--- config.mk ---
export PLATFORM = sky130hd
export DESIGN_NAME = bps_regs
export DESIGN_NICKNAME = d
export VERILOG_FILES = /design/src/rtl/bps_pkg.sv /design/src/rtl/bps_addr_map.sv /design/src/rtl/bps_regs.sv
export VERILOG_INCLUDE_DIRS = /design/src /design/src/rtl
export SDC_FILE = /design/constraint.sdc
export NUM_CORES = 1
export LEC_CHECK = 0
export ABC_AREA = 0
export ABC_CLOCK_PERIOD_IN_PS = 4200
export BUFFER_PORTS_ARGS = -buffer_cell sky130_fd_sc_hd__buf_4
export CORE_MARGIN = 3
export CORE_UTILIZATION = 38
export DETAILED_ROUTE_END_ITERATION = 12
export MAX_ROUTING_LAYER = met4
export PLACE_DENSITY = 0.72
export RECOVER_POWER = 50
export SLEW_MARGIN = 10
export SYNTH_ARGS = -nofsm -noshare
export SYNTH_HDL_FRONTEND = slang
export SYNTH_HIERARCHICAL = 1
export SYNTH_SLANG_ARGS = --single-unit
--- constraint.sdc ---
create_clock -name i_mclk -period 4.2 [get_ports i_mclk]
set_input_delay 0.21 -clock i_mclk [delete_from_list [all_inputs] [get_ports i_mclk]]
set_output_delay 0.21 -clock i_mclk [all_outputs]
set_load 0.01 [all_outputs]
--- src/rtl/bps_map.svh ---
// address map, field positions and reset values of the bank pointer and stack block
`ifndef BPS_MAP_SVH
`define BPS_MAP_SVH
// ***********************************************************************
// register offsets (8-bit, bank independent) and the 12-bit linear address of the select register
// ***********************************************************************
`define BPS_OFF_BANK_GROUP  8'hFD
`define BPS_OFF_SP_HIGH     8'hFE
`define BPS_OFF_SP_LOW      8'hFF
`define BPS_LIN_BANK_GROUP  12'h0FD
// ***********************************************************************
// fields and reset values
// ***********************************************************************
`define BPS_GROUP_MSB       7
`define BPS_GROUP_LSB       4
`define BPS_BANK_MSB        3
`define BPS_BANK_LSB        0
`define BPS_BANK_GROUP_RST  8'h00
`define BPS_SP_RST          8'h00
`define BPS_LOW_LIMIT       8'h0F
`define BPS_GROUP_F         4'hF
`define BPS_PORT_LIMIT      8'h03
`define BPS_BANK_D          4'hD
`define BPS_BANK_F          4'hF
`define BPS_RAM_1K          2'h1
`define BPS_RAM_512         2'h2
`endif

--- src/rtl/bps_pkg.sv ---
// types shared by the bank pointer and stack block
`default_nettype none
package bps_pkg;
   // ***********************************************************************
   // stack operation kinds
   // ***********************************************************************
   typedef enum logic [2:0] {
      BPS_OP_NONE  = 3'h0,
      BPS_OP_PUSH  = 3'h1,
      BPS_OP_POP   = 3'h2,
      BPS_OP_CALL  = 3'h3,
      BPS_OP_INTR  = 3'h4
   } bps_op_t;

   // sequencer states, gray along idle, step, step2, step3
   typedef enum logic [1:0] {
      BPS_ST_IDLE  = 2'b00,
      BPS_ST_S1    = 2'b01,
      BPS_ST_S2    = 2'b11,
      BPS_ST_S3    = 2'b10
   } bps_state_t;

   // one stack memory access request
   typedef struct packed {
      logic        wr;
      logic        rd;
      logic [11:0] addr;
      logic        shadow;
      logic [7:0]  wdata;
   } bps_mem_req_t;
endpackage : bps_pkg
`default_nettype wire

--- src/rtl/bps_addr_map.sv ---
// maps a stack pointer to a linear RAM address with shadow flag
`timescale 1ns/10ps
`default_nettype none
`include "bps_map.svh"
module bps_addr_map
(
   // pointer and mode
   input  wire logic [15:0] i_sp,
   input  wire logic        i_wide,
   input  wire logic [1:0]  i_ram_size,
   // mapped address
   output logic [11:0]      o_addr,
   output logic             o_shadow
);
   logic [1:0] bank;

   // ***********************************************************************
   // bank from the high byte, masked by RAM size
   // ***********************************************************************
   always_comb
   begin
      bank = 2'h0;
      if (i_wide)
      begin
         if (i_ram_size == `BPS_RAM_512)
            bank = {1'b0, i_sp[8]};
         else if (i_ram_size == `BPS_RAM_1K)
            bank = i_sp[9:8];
         else
            bank = i_sp[9:8];
      end
   end

   // group and register come from the low byte; wide mode shadows control/port slots
   assign o_addr   = {2'h0, bank, i_sp[7:0]};
   assign o_shadow = i_wide && ((i_sp[7:4] == `BPS_GROUP_F) ||
                                (i_sp[7:0] <= `BPS_PORT_LIMIT));
endmodule : bps_addr_map
`default_nettype wire

--- src/rtl/bps_regs.sv ---
// bank/group select and stack pointer registers with push/pop sequencer
//
// Contract
// - upper nibble picks 16-byte working group
// - lower nibble is the expanded bank pointer
// - zero bank selects normal register file
// - nonzero bank replaces lowest sixteen addresses
// - select register at FDh and 0FDh
// - option bit picks 8- or 16-bit stack
// - narrow mode: high byte is spare storage
// - narrow stack stays in bank 0
// - wide stack spans all RAM
// - push decrements, then writes
// - pop reads, then increments
// - pointer marks the lowest occupied address
// - call pushes the program counter
// - interrupt pushes counter and flags
// - 1K RAM ignores upper six high bits
// - 512 RAM ignores upper seven high bits
// - wide map: bank, group, register fields
// - wide stack hits shadow RAM, not controls
`timescale 1ns/10ps
`default_nettype none
`include "bps_map.svh"
module bps_regs
(
   // clock and reset
   input  wire logic               i_mclk,
   input  wire logic               i_sys_rst,
   // option and part straps (static nonvolatile bits)
   input  wire logic               i_opt_wide_stack,
   input  wire logic [1:0]         i_ram_size,
   // register port
   input  wire logic [7:0]         i_reg_addr,
   input  wire logic [7:0]         i_reg_wdata,
   input  wire logic               i_reg_wr,
   input  wire logic               i_reg_rd,
   output logic [7:0]              o_reg_rdata,
   // core operand mapping
   input  wire logic [3:0]         i_work_reg,
   input  wire logic [7:0]         i_dir_addr,
   input  wire logic               i_instr_start,
   output logic [11:0]             o_work_addr,
   output logic [11:0]             o_dir_addr,
   // stack operation request
   input  wire bps_pkg::bps_op_t   i_op,
   input  wire logic [15:0]        i_pc,
   input  wire logic [7:0]         i_flags,
   input  wire logic [7:0]         i_push_data,
   output logic                    o_busy,
   // stack memory side
   output bps_pkg::bps_mem_req_t   o_mem,
   input  wire logic [7:0]         i_mem_rdata,
   output logic [7:0]              o_pop_data,
   output logic                    o_pop_valid
);
   // ***********************************************************************
   // storage
   // ***********************************************************************
   logic [7:0]            bank_group_select_r;
   logic [7:0]            active_sel_r;
   logic [7:0]            stack_ptr_high_or_spare_r;
   logic [7:0]            stack_ptr_low_r;
   logic                  wide_r;
   bps_pkg::bps_state_t   state_r;
   bps_pkg::bps_state_t   state_nxt;
   bps_pkg::bps_op_t      op_r;
   logic                  pop_wait_r;
   logic [15:0]           sp_cur;
   logic [15:0]           sp_dec;
   logic [15:0]           sp_inc;
   logic [11:0]           map_addr;
   logic                  map_shadow;
   logic                  do_push;
   logic                  do_pop;
   logic [7:0]            push_byte;
   logic [3:0]            cur_bank;
   logic [3:0]            cur_group;

   // full pointer; narrow mode ignores the high byte entirely
   assign sp_cur = wide_r ? {stack_ptr_high_or_spare_r, stack_ptr_low_r}
                          : {8'h00, stack_ptr_low_r};
   assign sp_dec = sp_cur - 16'h0001;
   assign sp_inc = sp_cur + 16'h0001;

   // ***********************************************************************
   // option bit is caught after reset release, never under the async reset
   // ***********************************************************************
   logic opt_taken_r;
   always_ff @(posedge i_mclk or posedge i_sys_rst)
   begin
      if (i_sys_rst)
      begin
         wide_r      <= 1'b0;
         opt_taken_r <= 1'b0;
      end
      else if (!opt_taken_r)
      begin
         wide_r      <= i_opt_wide_stack;
         opt_taken_r <= 1'b1;
      end
   end

   // ***********************************************************************
   // sequencer: push/call/intr step through bytes, pop reads then bumps
   // ***********************************************************************
   always_comb
   begin
      state_nxt = state_r;
      do_push   = 1'b0;
      do_pop    = 1'b0;
      push_byte = 8'h00;
      case (state_r)
         bps_pkg::BPS_ST_IDLE:
         begin
            if (i_op == bps_pkg::BPS_OP_PUSH)
            begin
               do_push   = 1'b1;
               push_byte = i_push_data;
            end
            else if (i_op == bps_pkg::BPS_OP_POP)
               do_pop = 1'b1;
            else if (i_op == bps_pkg::BPS_OP_CALL || i_op == bps_pkg::BPS_OP_INTR)
            begin
               do_push   = 1'b1;
               push_byte = i_pc[7:0];
               state_nxt = bps_pkg::BPS_ST_S1;
            end
         end
         bps_pkg::BPS_ST_S1:
         begin
            do_push   = 1'b1;
            push_byte = i_pc[15:8];
            state_nxt = (op_r == bps_pkg::BPS_OP_INTR) ? bps_pkg::BPS_ST_S2
                                                       : bps_pkg::BPS_ST_IDLE;
         end
         bps_pkg::BPS_ST_S2:
         begin
            do_push   = 1'b1;
            push_byte = i_flags;
            state_nxt = bps_pkg::BPS_ST_IDLE;
         end
         default:
            state_nxt = bps_pkg::BPS_ST_IDLE;
      endcase
   end

   always_ff @(posedge i_mclk or posedge i_sys_rst)
   begin
      if (i_sys_rst)
      begin
         state_r <= bps_pkg::BPS_ST_IDLE;
         op_r    <= bps_pkg::BPS_OP_NONE;
      end
      else
      begin
         state_r <= state_nxt;
         if (state_r == bps_pkg::BPS_ST_IDLE)
            op_r <= i_op;
      end
   end

   // ***********************************************************************
   // address mapping of the access; push uses the decremented pointer
   // ***********************************************************************
   bps_addr_map u_map
   (
      .i_sp       (do_push ? sp_dec : sp_cur),
      .i_wide     (wide_r),
      .i_ram_size (i_ram_size),
      .o_addr     (map_addr),
      .o_shadow   (map_shadow)
   );

   // registered memory request, one byte per cycle
   always_ff @(posedge i_mclk or posedge i_sys_rst)
   begin
      if (i_sys_rst)
         o_mem <= '0;
      else
      begin
         o_mem.wr     <= do_push;
         o_mem.rd     <= do_pop;
         o_mem.addr   <= map_addr;
         o_mem.shadow <= map_shadow;
         o_mem.wdata  <= push_byte;
      end
   end

   // pop data and valid arrive two cycles after the read request
   always_ff @(posedge i_mclk or posedge i_sys_rst)
   begin
      if (i_sys_rst)
      begin
         pop_wait_r  <= 1'b0;
         o_pop_valid <= 1'b0;
         o_pop_data  <= 8'h00;
      end
      else
      begin
         pop_wait_r  <= o_mem.rd;
         o_pop_valid <= pop_wait_r;
         if (pop_wait_r)
            o_pop_data <= i_mem_rdata;
      end
   end

   // busy while a multi-byte push is in flight
   always_ff @(posedge i_mclk or posedge i_sys_rst)
   begin
      if (i_sys_rst)
         o_busy <= 1'b0;
      else
         o_busy <= (state_nxt != bps_pkg::BPS_ST_IDLE);
   end

   // ***********************************************************************
   // stack pointer bytes: stack moves override a same-cycle software write
   // ***********************************************************************
   always_ff @(posedge i_mclk or posedge i_sys_rst)
   begin
      if (i_sys_rst)
      begin
         stack_ptr_low_r           <= `BPS_SP_RST;
         stack_ptr_high_or_spare_r <= `BPS_SP_RST;
      end
      else if (do_push)
      begin
         stack_ptr_low_r <= sp_dec[7:0];
         if (wide_r)
            stack_ptr_high_or_spare_r <= sp_dec[15:8];
      end
      else if (do_pop)
      begin
         stack_ptr_low_r <= sp_inc[7:0];
         if (wide_r)
            stack_ptr_high_or_spare_r <= sp_inc[15:8];
      end
      else if (i_reg_wr)
      begin
         if (i_reg_addr == `BPS_OFF_SP_LOW)
            stack_ptr_low_r <= i_reg_wdata;
         else if (i_reg_addr == `BPS_OFF_SP_HIGH)
            stack_ptr_high_or_spare_r <= i_reg_wdata;
      end
   end

   // ***********************************************************************
   // bank/group select, and the copy that the addressing really uses
   // ***********************************************************************
   always_ff @(posedge i_mclk or posedge i_sys_rst)
   begin
      if (i_sys_rst)
         bank_group_select_r <= `BPS_BANK_GROUP_RST;
      else if (i_reg_wr && i_reg_addr == `BPS_OFF_BANK_GROUP)
         bank_group_select_r <= i_reg_wdata;
   end

   // the copy updates only on an instruction boundary, so the writer itself is unaffected
   always_ff @(posedge i_mclk or posedge i_sys_rst)
   begin
      if (i_sys_rst)
         active_sel_r <= `BPS_BANK_GROUP_RST;
      else if (i_instr_start)
         active_sel_r <= bank_group_select_r;
   end

   assign cur_group = active_sel_r[`BPS_GROUP_MSB:`BPS_GROUP_LSB];
   assign cur_bank  = active_sel_r[`BPS_BANK_MSB:`BPS_BANK_LSB];

   // ***********************************************************************
   // operand mapping: working register and 8-bit direct address
   // ***********************************************************************
   always_ff @(posedge i_mclk or posedge i_sys_rst)
   begin
      if (i_sys_rst)
      begin
         o_work_addr <= 12'h000;
         o_dir_addr  <= 12'h000;
      end
      else
      begin
         // working register sits in the chosen 16-byte group of bank 0 space
         o_work_addr <= {4'h0, cur_group, i_work_reg};
         if (i_dir_addr >= 8'hF0)
            o_dir_addr <= {4'h0, i_dir_addr};                     // control space is fixed
         else if (cur_bank == 4'h0)
            o_dir_addr <= {4'h0, i_dir_addr};
         else if (i_dir_addr <= `BPS_LOW_LIMIT)
            o_dir_addr <= {cur_bank, i_dir_addr};
         else
            o_dir_addr <= {4'h0, i_dir_addr};
      end
   end

   // ***********************************************************************
   // register read port, data one cycle after the strobe
   // ***********************************************************************
   always_ff @(posedge i_mclk or posedge i_sys_rst)
   begin
      if (i_sys_rst)
         o_reg_rdata <= 8'h00;
      else if (i_reg_rd)
      begin
         if (i_reg_addr == `BPS_OFF_BANK_GROUP)
            o_reg_rdata <= bank_group_select_r;
         else if (i_reg_addr == `BPS_OFF_SP_HIGH)
            o_reg_rdata <= stack_ptr_high_or_spare_r;
         else if (i_reg_addr == `BPS_OFF_SP_LOW)
            o_reg_rdata <= stack_ptr_low_r;
         else
            o_reg_rdata <= 8'h00;                                 // unmapped reads zero
      end
      else
         o_reg_rdata <= 8'h00;
   end
endmodule : bps_regs
`default_nettype wire

# ---- Yosys cells after proc, flatten, opt, wreduce, memory -nomap -nowiden
# Index checks and enable logic that the tools add are counted.
dict set report op_classes {
  addsub 2
  order_cmp 3
  eq_ne 15
  mux 38
  reduce_logical 13
}
# cell count
set op_table {}
lappend op_table {{$mux W8} 18}
lappend op_table {{$mux W12} 3}
lappend op_table {{$eq A8 B8 Y1 const B} 3}
lappend op_table {{$pmux W8 S3} 1}
lappend op_table {{$add A16 B1 Y16 const B} 1}
lappend op_table {{$mux W16} 1}
lappend op_table {{$sub A16 B1 Y16 const B} 1}
lappend op_table {{$mux W2} 6}
lappend op_table {{$mux W10} 1}
lappend op_table {{$reduce_bool A3 Y1} 3}
lappend op_table {{$ge A8 B8 Y1 const B} 1}
lappend op_table {{$le A8 B2 Y1 const B} 1}
lappend op_table {{$le A8 B4 Y1 const B} 1}
lappend op_table {{$eq A3 B2 Y1 const B} 2}
lappend op_table {{$eq A3 B3 Y1 const B} 2}
lappend op_table {{$mux W1} 6}
lappend op_table {{$reduce_and A5 Y1} 1}
lappend op_table {{$eq A2 B2 Y1 const B} 2}
lappend op_table {{$eq A4 B4 Y1 const B} 1}
lappend op_table {{$logic_not A4 Y1} 1}
lappend op_table {{$ne A2 B2 Y1 const B} 2}
lappend op_table {{$pmux W2 S2} 1}
lappend op_table {{$eq A3 B1 Y1 const B} 1}
lappend op_table {{$ne A3 B3 Y1 const B} 1}
lappend op_table {{other kinds (8)} 10}
dict set report word_totals {
  reg_bits 99
  inputBits 79
  output_inout_bits 65
  word_cells 91
}

# ---- Logic depth before layout (Yosys ltp)
# Gate-level depths: netlist (run 1).
dict set report depth {
  depth_word 10
  ltp_mapped 9
  mapped_depth_nobuf 8
}

# ---- Hierarchy
# Netlist (run 1), hierarchy kept.
# mod n_inst cells_each area_per_inst_um2 seq_area_each_um2
set modules_own_cells {}
lappend modules_own_cells {bps_regs 1 463 4834.6 2527.4}
lappend modules_own_cells {bps_addr_map 1 19 135.1 0.0}

# ---- Least setup slack after synthesis (run 1)
# OpenSTA, ideal clock, no wires.
dict set report synth_timing {
  path_type {register -> register}
  from {register stack_ptr_low_r[0]}
  to {register stack_ptr_high_or_spare_r[6]}
  setup_time_ps 127
  arrival_ps 1796
  required_ps 4073
  setup_slack_ps 2277
  stages_incl_launch_ff 10
  n_path_buf 1
  synth_period_minus_slack_ps 1923
  cell_sequence {dfrtp_1 -> buf_2 -> inv_1 -> ha_1 -> nor3b_2 -> nand3_2 -> nand3b_1 -> xor2_1 -> a22oi_1 -> a21oi_1}
}
dict set report synth_via {
  elab_chain_len 5
  elab_cells_between_ends 7
  cone_classes {add/sub: 2; mux: 5}
}
# item line
set synth_rtl {}
lappend synth_rtl {{start, declared} bps_regs.sv:63} ;# logic [7:0] stack_ptr_low_r;
lappend synth_rtl {{start signal, assigned} bps_regs.sv:224} ;# stack_ptr_low_r <= `BPS_SP_RST;
lappend synth_rtl {{start signal, assigned} bps_regs.sv:229} ;# stack_ptr_low_r <= sp_dec[7:0];
lappend synth_rtl {{start signal, assigned} bps_regs.sv:235} ;# stack_ptr_low_r <= sp_inc[7:0];
lappend synth_rtl {{$mux W16 *} bps_regs.sv:81} ;# assign sp_cur = wide_r ? {stack_ptr_high_or_spare_r, stack_ptr_low_r}
lappend synth_rtl {{$add A16 B1 Y16} bps_regs.sv:84} ;# assign sp_inc = sp_cur + 16'h0001;
lappend synth_rtl {{$mux W8} bps_regs.sv:236} ;# if (wide_r)
lappend synth_rtl {{$mux W8} bps_regs.sv:233} ;# else if (do_pop)
lappend synth_rtl {{$mux W8 *} bps_regs.sv:227} ;# else if (do_push)
lappend synth_rtl {{end signal, assigned} bps_regs.sv:225} ;# stack_ptr_high_or_spare_r <= `BPS_SP_RST;
lappend synth_rtl {{end signal, assigned} bps_regs.sv:231} ;# stack_ptr_high_or_spare_r <= sp_dec[15:8];
lappend synth_rtl {{end signal, assigned} bps_regs.sv:237} ;# stack_ptr_high_or_spare_r <= sp_inc[15:8];
lappend synth_rtl {{end, declared} bps_regs.sv:62} ;# logic [7:0] stack_ptr_high_or_spare_r;
# Every way passes the cells marked *; elsewhere a longest branch is shown, timed or not. The select of a mux whose other input is x is not followed.
# A chain may end at the register's enable or synchronous reset.

# ---- Final worst setup path (run 1)
dict set report layout_timing {
  from {register state_r[1]}
  to {register stack_ptr_high_or_spare_r[6]}
}
dict set report layout_via {
  elab_chain_len 5
  elab_cells_between_ends 14
  cone_classes {eq/ne: 5; mux: 4; reduce/logical: 5}
}
# item line
set layout_rtl {}
lappend layout_rtl {{start, declared} bps_regs.sv:65} ;# bps_pkg::bps_state_t state_r;
lappend layout_rtl {{start signal, assigned} bps_regs.sv:152} ;# state_r <= bps_pkg::BPS_ST_IDLE;
lappend layout_rtl {{start signal, assigned} bps_regs.sv:157} ;# state_r <= state_nxt;
lappend layout_rtl {{$eq A2 B1 Y1 or $eq A2 B2 Y1 (tied branches)} bps_regs.sv:113} ;# case (state_r)
lappend layout_rtl {{$reduce_or A2 Y1 (no source line)} -}
lappend layout_rtl {{$pmux W1 S2} bps_regs.sv:113}
lappend layout_rtl {{$ne A3 B3 Y1 (no source line) (tied with other cells)} -}
lappend layout_rtl {{$reduce_and A5 Y1 (no source line)} -}
# Several ways; a longest one is shown, not always the timed one.

==> results of run 1 <==
-- through the flow --
stage | setup slack (ns) | hold slack (ns) | instances | util | cell area, um2
global placement | 1.79 | 0.320 | 740 | 0.483 | 5950
floorplan | 1.34 | 0.241 | 473 | - | 4900
detailed placement | 1.67 | 0.321 | 740 | 0.483 | 5950
CTS | 1.64 | 0.0195 | 768 | 0.516 | 6360
finish | 1.55 | 0.0264 | 768 | 0.508 | 6250
global route | 1.38 | 0.0214 | 768 | 0.508 | 6250
-- state kept, by name (all words and copies together) (netlist names) --
register and cells:
opt_taken_r 1, wide_r 1, o_mem 23, bank_group_select_r 8
stack_ptr_low_r 8, pop_wait_r 1, stack_ptr_high_or_spare_r 8, state_r 2
o_busy 1, o_dir_addr 12, o_reg_rdata 8, active_sel_r 8
o_work_addr 8, o_pop_data 8, op_r 3, o_pop_valid 1
-- layer usage --
layer / part of all wire / track usage
met1: 0.43 / 0.221
met2: 0.48 / 0.303
met3: 0.071 / 0.0432
met4: 0.020 / 0.0508
met5: 0 / -
-- power groups by stage --
stage          sequential [mW]  clock, mW  combinational [mW]
6_report                  1.32      0.794               0.671
5_1_grt                   1.34      0.849               0.743
4_1_cts                   1.31      0.818               0.700
3_5_place_dp              1.33          0               0.690
3_3_place_gp              1.33          0               0.677
2_1_floorplan             1.24          0               0.521
-- placed cells by master (no fill, tap or decap), drive strengths merged, types with 3 or more instances in the layout --
cell type      n
and4           3
a31oi          4
and3           6
a22o           3
nor4          12
nand2         43
nor2          45
o31ai          4
clkbuf        49
or3            4
o21ai         19
nand3         13
a222oi         8
dfrtp        101
nor3b          4
buf          101
xor2           7
mux2          37
nor3           7
o2111ai        3
and2           8
a21oi         18
or2            5
nor2b          3
clkinv         3
dlygate4sd3   12
xnor2         12
conb           7
inv           20
o22ai          4
nand3b         3
-- path summary, 6_finish.rpt --
path | from | end | slack (ns) | depth (start not counted)
max | state_r[1]$_DFF_PP0_ | stack_ptr_high_or_spare_r[6]$_DFFE_PP0P_ | 1.55 | 7
min | i_ram_size[1] | o_mem[18]$_DFF_PP0_ | 0.03 | 2
max reg2reg | state_r[1]$_DFF_PP0_ | stack_ptr_high_or_spare_r[6]$_DFFE_PP0P_ | 1.55 | 7
min reg2reg | active_sel_r[7]$_DFFE_PP0P_ | o_work_addr[7]$_DFF_PP0_ | 0.37 | 0
max in group asynchronous | i_sys_rst | stack_ptr_high_or_spare_r[1]$_DFFE_PP0P_ | 2.09 | 3
min in group asynchronous | i_sys_rst | o_work_addr[0]$_DFF_PP0_ | 0.70 | 2
-- critical path: stages, from the launching register on --
cell      delay (ns)
dfrtp_1         0.58
nor2_1          0.41
nand3b_1        0.38
inv_1           0.44
nand2_1         0.25
a41oi_1         0.29
o21ai_1         0.08
a21oi_1         0.14
-- cell type report --
type / count / area [um2]
sequential: 101 / 2530
timing repair buffer: 153 / 1080
clock inverter: 7 / 66.3
inverter: 18 / 68.8
clock buffer: 9 / 225
fill: 1158 / 6060
tap: 168 / 210
multi-input combinational: 312 / 2080
==> results.yml, run 1 <==
outcome:
  status: "finished with violations"
  violations: "capacitance limit, slew limit"
die:
  coreArea_mm2: 0.0123
  rows: 40
  die_area_mm2: 0.0143
  initial_core_util: 0.397
  die_h_um: 119
  die_w_um: 119
  io_pins: 144
cells_and_area:
  antenna_cells: 0
  drive_gt1_frac: 0.308
  area_delta_synth_final_pct: 27.9
  nets: 676
clock_tree:
  cts_setup_buffers: 0
  numCtsBuffers: 9
  htree_levels: 3
  cts_root_buf: "clkbuf_16"
  cts_resized: 0
  path_clk_slew_ns: 0.08
  ctsLongestPathBuffers: 2
  ctsHoldBuffers: 12
  clk_latency_ns: 0.34
  cts_sinks: 101
  cts_tree: "built"
sta:
  max_freq_mhz: 377
  finalHoldViolCount: 0
  finalMaxSlewViolations: 71
  tightest_slew_ns: 2.86
  slew_headroom: -0.918
  rsz0062_at_grt: "false"
  fin_skew_ns: 0.00969
  fin_setup_tns_ns: 0
  period_minus_slack_ns: 2.65
  finalCritPeriodShare: 0.631
  setup_viol: 0
power_and_ir_drop:
  power.density_mw_per_mm2: 445
  clockPowerShare: 0.285
  netSwitchingFraction: 0.334
  power_mw: 2.79
  p_seq_frac: 0.474
  ir_drop_mv: 0.193
  p_int_mw: 1.85
  power.switching_mw: 0.932
  combPwrFrac: 0.241
  power_leakage_nw: 2.89
detailed_routing:
  vias: 4110
  routed_wl_um: 12800
  viasPerCell: 5.35
  first_iter_violations: 292
  ant_nets: 0
  remaining_drc_errors: 0
  wl_per_cell_um: 16.7
  drtPass1Iterations: 7
critical_path:
  cp.required_ns: 4.47
  startpoint_type: "flip-flop"
  critical_path_class: "reg2reg"
  path_max_fanout: 15
  crit_path_end_kind: "flip-flop"
  cp.arrival_ns: 2.92
global_routing:
  grt_max_degree: 71
  grt_pass1_vias: 4042
  grt_pass1_wl_um: 20200
  grt_usage: 0.181
  overflow: 0
  antenna_found_initial: 0
worst_hold_path:
  min_path_type: "in2reg"
place:
  place.gp.congestion: 0.906
  dpl.hpwl_um: 9520
  io_buffers: 139
run:
  drv_cap: 1
yosys:
  netlist_area_mm2: 0.00489
  yosys_warnings: 6
  syn_inst: 469
  avgSynthCellArea_um2: 10.4
(Power assumes the default switching activity.)
==> run 2, diff against run 1 <==
--- a/config.mk
+++ b/config.mk
@@ -6,14 +6,14 @@
 export SDC_FILE = /design/constraint.sdc
 export NUM_CORES = 1
 export LEC_CHECK = 0
-export ABC_AREA = 0
-export ABC_CLOCK_PERIOD_IN_PS = 4200
+export ABC_AREA = 1
+export ABC_CLOCK_PERIOD_IN_PS = 2400
 export BUFFER_PORTS_ARGS = -buffer_cell sky130_fd_sc_hd__buf_4
 export CORE_MARGIN = 3
 export CORE_UTILIZATION = 38
 export DETAILED_ROUTE_END_ITERATION = 12
 export MAX_ROUTING_LAYER = met4
-export PLACE_DENSITY = 0.72
+export PLACE_DENSITY = 0.74
 export RECOVER_POWER = 50
 export SLEW_MARGIN = 10
 export SYNTH_ARGS = -nofsm -noshare
==> constraint.sdc (replaced) <==
create_clock -name i_mclk -period 2.4 [get_ports i_mclk]
set_input_delay 0.12 -clock i_mclk [delete_from_list [all_inputs] [get_ports i_mclk]]
set_output_delay 0.12 -clock i_mclk [all_outputs]
set_load 0.01 [all_outputs]
==> run 2 against run 1 <==
  * The flow now finishes without violations
  * Sequential power up 77%
  * Via count is 15% higher
  * Synthesized cell count up 33%
  * Non-clock buffer count grew 25
  * Highest routed layer unchanged
==> results.yml, run 2 <==
die:
  die_w_um: 122
  die_area_mm2: 0.0149
  coreArea_mm2: 0.0129
  initial_core_util: 0.397
  die_h_um: 122
  io_pins: 144
  rows: 41
critical_path:
  crit_buf_inv: 2
  slowest_stage: "nor2_1"
  regToRegSetupSlack_ns: 0.22
  reg2reg_depth: 6
  crit_path_end_kind: "flip-flop"
  startpoint_type: "flip-flop"
  critPathMaxStageDelay_ns: 0.54
  cpLargestDelayFamily: "simple AND/OR/NAND/NOR gates"
  path_max_fanout: 11
  critical_path_class: "reg2reg"
  rr_endpoint: "o_mem[4]$_DFF_PP0_"
  cp.required_ns: 2.69
  reg2reg_from: "state_r[1]$_DFF_PP0_"
  path_cells: "inv_6 -> nand2_4 -> nor2_1 -> nand2_1 -> nand4_1 -> dlygate4sd3_1"
  cp.arrival_ns: 2.47
global_routing:
  grt_pass1_vias: 4501
  overflow: 0
  antenna_found_initial: 0
  grt_max_degree: 55
  grt_usage: 0.196
  grt_pass1_wl_um: 22200
detailed_routing:
  vias: 4742
  ant_nets: 0
  remaining_drc_errors: 0
  drtPass1Iterations: 8
  wl_per_cell_um: 14.6
  first_iter_violations: 417
  routed_wl_um: 14000
  viasPerCell: 4.97
cells_and_area:
  nets: 858
  multiInputGateArea_mm2: 0.00206
  fin_cells: 954
  design_area_mm2: 0.00656
  final_cell_mix: "nand2_1, dfrtp_1, buf_4"
  drive_gt1_frac: 0.182
  regMostFlops: "o_mem"
  fillCellCount: 1205
  antenna_cells: 0
  reg.largest.list: "o_mem (23), o_dir_addr (12)"
  largest_register_ffs: 23
  final_util: 0.510
  final-seq-area_mm2: 0.00253
  mostFrequentLayoutCell: "nand2_1"
  area_delta_synth_final_pct: 28.4
power_and_ir_drop:
  clockPowerShare: 0.270
  combPwrFrac: 0.316
  p_int_mw: 3.48
  power.switching_mw: 2.15
  power.density_mw_per_mm2: 858
  p_seq_frac: 0.414
  power_mw: 5.63
  power_leakage_nw: 3.30
  netSwitchingFraction: 0.382
  ir_drop_mv: 0.406
clock_tree:
  htree_levels: 3
  numCtsBuffers: 9
  cts_sinks: 101
  ctsHoldBuffers: 33
  cts_tree: "built"
  cts_setup_buffers: 0
  ctsLongestPathBuffers: 2
  cts_resized: 0
  cts_root_buf: "clkbuf_16"
  clk_latency_ns: 0.35
  path_clk_slew_ns: 0.08
place:
  dp_slack_ns: 0.400
  place.gp.congestion: 0.964
  dp.cells: 905
  dpl.hpwl_um: 10000
  dpl_cell_area_mm2: 0.00616
  io_buffers: 139
sta:
  rsz0062_at_grt: "false"
  finalCritPeriodShare: 0.907
  fin_skew_ns: 0.0170
  fin_setup_tns_ns: 0
  finalHoldViolCount: 0
  worst_hold_slack_ns: 0.00823
  period_minus_slack_ns: 2.18
  setup_ws_ns: 0.223
  tightest_slew_ns: 1.08
  max_freq_mhz: 459
  slew_headroom: 0.280
  finalMaxSlewViolations: 0
  setup_viol: 0
run:
  drv_cap: 0
yosys:
  avgSynthCellArea_um2: 8.22
  yosys_warnings: 6
  syn_inst: 622
  netlist_area_mm2: 0.00511
worst_hold_path:
  hold_end: "bank_group_select_r[3]$_DFFE_PP0P_"
  min_path_type: "in2reg"
  hp-start: "i_reg_wdata[3]"
  whs_path_depth: 2
outcome:
  status: "completed"
## run 2: cell count changes in the layout (fill, tap and decap cells not counted), moves of 21 or more
cell           change
inv_1             +43
nand2_1          +126
nand3_1           +49
dlygate4sd3_1     +21
o21ai_0           +21
clkbuf_1          +35
buf_4             -31
## run 2: power by group through the flow
stage	clock (mW)	sequential [mW]	combinational, mW
final	1.52	2.33	1.78
after global routing	1.61	2.37	2.01
after CTS	1.54	2.32	1.90
after detailed placement	0	2.35	1.83
after global placement	0	2.35	1.80
after floorplan	0	2.27	1.37
## run 2: layout make-up
| class | instances | share of cell area |
|---|---|---|
| flip-flops and latches | 101 | 0.385 |
| multi-input cells | 419 | 0.315 |
| repair buffers | 178 | 0.180 |
| inverters | 68 | 0.0402 |
| clock buffers | 9 | 0.0343 |
| well taps | 172 | 0.0328 |
| clock inverters | 7 | 0.0128 |
## run 2: worst max path at each step
| stage | end | depth (start not counted) | start |
|---|---|---|---|
| 5_1_grt | o_mem[8]$_DFF_PP0_ | 9 | stack_ptr_low_r[1]$_DFFE_PP0P_ |
| 3_5_place_dp | stack_ptr_low_r[2]$_DFFE_PP0P_ | 10 | state_r[1]$_DFF_PP0_ |
| 2_1_floorplan | o_mem[8]$_DFF_PP0_ | 9 | stack_ptr_low_r[1]$_DFFE_PP0P_ |
| 6_report | o_mem[4]$_DFF_PP0_ | 6 | state_r[1]$_DFF_PP0_ |
| 3_3_place_gp | stack_ptr_low_r[2]$_DFFE_PP0P_ | 10 | state_r[1]$_DFF_PP0_ |
| 4_1_cts | o_mem[2]$_DFF_PP0_ | 6 | state_r[1]$_DFF_PP0_ |
## run 2: per-layer routing
layer	part of all wire	track usage
met5	0	-
met2	0.48	0.318
met4	0.035	0.0980
met1	0.41	0.237
met3	0.074	0.0325
==> run 3, diff against run 2 <==
--- a/config.mk
+++ b/config.mk
@@ -12,7 +12,6 @@
 export CORE_MARGIN = 3
 export CORE_UTILIZATION = 38
 export DETAILED_ROUTE_END_ITERATION = 12
-export MAX_ROUTING_LAYER = met4
 export PLACE_DENSITY = 0.74
 export RECOVER_POWER = 50
 export SLEW_MARGIN = 10
==> run 3 against run 2 <==
  * The run now ends with capacitance limit, slew limit left
  * Maximum frequency fell by 0.86%
  * Critical path type unchanged
  * Die area is the same
  * Final cell count is 0.42% higher
  * Total power up 0.42%
  * First-iteration DRC count is 15% lower
  * Global-route usage is 0.096 points higher
  * Critical path depth did not move
  * Worst hold slack about the same
==> results.yml, run 3 (same netlist as run 2, synthesis figures left out) <==
outcome:
  status: "finished with violations"
  violations: "capacitance limit, slew limit"
detailed_routing:
  drtPass1Iterations: 7
  wl_per_cell_um: 14.8
  first_iter_violations: 356
  ant_nets: 0
  viasPerCell: 4.96
  vias: 4752
  remaining_drc_errors: 0
  routed_wl_um: 14200
clock_tree:
  cts_tree: "built"
  clk_latency_ns: 0.35
  cts_sinks: 101
  cts_setup_buffers: 0
  ctsLongestPathBuffers: 2
  numCtsBuffers: 9
  cts_root_buf: "clkbuf_16"
  htree_levels: 3
  path_clk_slew_ns: 0.07
sta:
  rsz0062_at_grt: "false"
  fin_skew_ns: 0.00914
  finalCritPeriodShare: 0.915
  setup_viol: 0
  finalHoldViolCount: 0
  tightest_slew_ns: 1.60
  setup_ws_ns: 0.204
  fin_setup_tns_ns: 0
  max_freq_mhz: 455
  slew_headroom: -0.0755
  finalMaxSlewViolations: 31
  period_minus_slack_ns: 2.20
global_routing:
  grt_pass1_wl_um: 22900
  antenna_found_initial: 0
  grt_max_degree: 37
  overflow: 0
  grt_usage: 0.197
  grt_pass1_vias: 4552
cells_and_area:
  regMostFlops: "o_mem"
  largest_register_ffs: 23
  antenna_cells: 0
  final_cell_mix: "nand2_1, dfrtp_1, buf_4"
  fillCellCount: 1234
  nets: 862
  drive_gt1_frac: 0.179
  area_delta_synth_final_pct: 29.9
  reg.largest.list: "o_mem (23), o_dir_addr (12)"
  final_util: 0.515
  mostFrequentLayoutCell: "nand2_1"
die:
  die_w_um: 122
  die_h_um: 122
  coreArea_mm2: 0.0129
  io_pins: 144
  rows: 41
  initial_core_util: 0.397
  die_area_mm2: 0.0149
power_and_ir_drop:
  power_mw: 5.65
  ir_drop_mv: 0.403
  power_leakage_nw: 3.33
  power.density_mw_per_mm2: 852
critical_path:
  critical_path_class: "reg2reg"
  crit_path_end_kind: "flip-flop"
  path_max_fanout: 11
  startpoint_type: "flip-flop"
  cp.arrival_ns: 2.48
  cp.required_ns: 2.69
worst_hold_path:
  min_path_type: "in2reg"
run:
  drv_cap: 1
place:
  io_buffers: 139
  place.gp.congestion: 0.949
  dp_slack_ns: 0.457
  dpl.hpwl_um: 10200
[run 3: cell types whose count changed in the layout (fill, tap and decap cells not counted), sizes merged]
cell         before  now
clkinv            4    3
clkinvlp          2    3
dlygate4sd3      33   37
clkbuf           84   83
buf              70   71
[run 3: area by class of cell]
class                           count  area, um2  share of cell area
Clock buffer                        9        225              0.0339
Timing Repair Buffer              182       1250               0.189
Tap cell                          172        215              0.0324
Multi-Input combinational cell    419       2060               0.311
Sequential cell                   101       2530               0.381
Clock inverter                      7       92.6              0.0139
Inverter                           68        262              0.0394
[run 3: timing repair]
item / in CTS / in global routing
hold buffers: 37 / 0
resized for setup: 0 / 0
hold endpoints to repair: 59 / 0
[run 3: worst paths after layout]
kind / start / endpoint / slack, ns / depth (start not counted)
max in group asynchronous: i_sys_rst / stack_ptr_low_r[7]$_DFFE_PP0P_ / 0.87 / 4
min: i_push_data[4] / o_mem[4]$_DFF_PP0_ / 0.008 / 3
min reg2reg: active_sel_r[7]$_DFFE_PP0P_ / o_work_addr[7]$_DFF_PP0_ / 0.37 / 0
min in group asynchronous: i_sys_rst / o_dir_addr[7]$_DFF_PP0_ / 0.73 / 3
max reg2reg: state_r[1]$_DFF_PP0_ / o_mem[7]$_DFF_PP0_ / 0.20 / 6
max: state_r[1]$_DFF_PP0_ / o_mem[7]$_DFF_PP0_ / 0.20 / 6
[run 3: metal layers]
metal  vias to the layer above  wire [um]  GRT usage  share of wire
li1                       2305          -          -              -
met1                      2196       5670      0.244           0.40
met2                       216       6860      0.333           0.48
met3                        35       1130     0.0404          0.080
met4                         0        489     0.0868          0.035
met5                         -          0          0              0
[run 3: worst max-delay path, cell delays in order, from the launching register on]
cell and delay (ns):
dfrtp_1 0.51, inv_6 0.17, nand2_4 0.09, nor2_1 0.55, nand2_1 0.10, nand4_1 0.12
dlygate4sd3_1 0.58
[run 3: where the power goes]
part           switching, mW  internal [mW]
logic                   1.15          0.644
clock network          0.698          0.834
registers              0.313           2.02
total                   2.16           3.50
[run 3: stage by stage]
stage / cells / hold WS (ns) / instance area (um2)
5_1_grt: 958 / 0.00905 / 6640
6_report: 958 / 0.00793 / 6640
3_3_place_gp: 905 / 0.229 / 6180
3_5_place_dp: 905 / 0.230 / 6180
2_1_floorplan: 626 / 0.151 / 5130
4_1_cts: 958 / 0.00140 / 6870
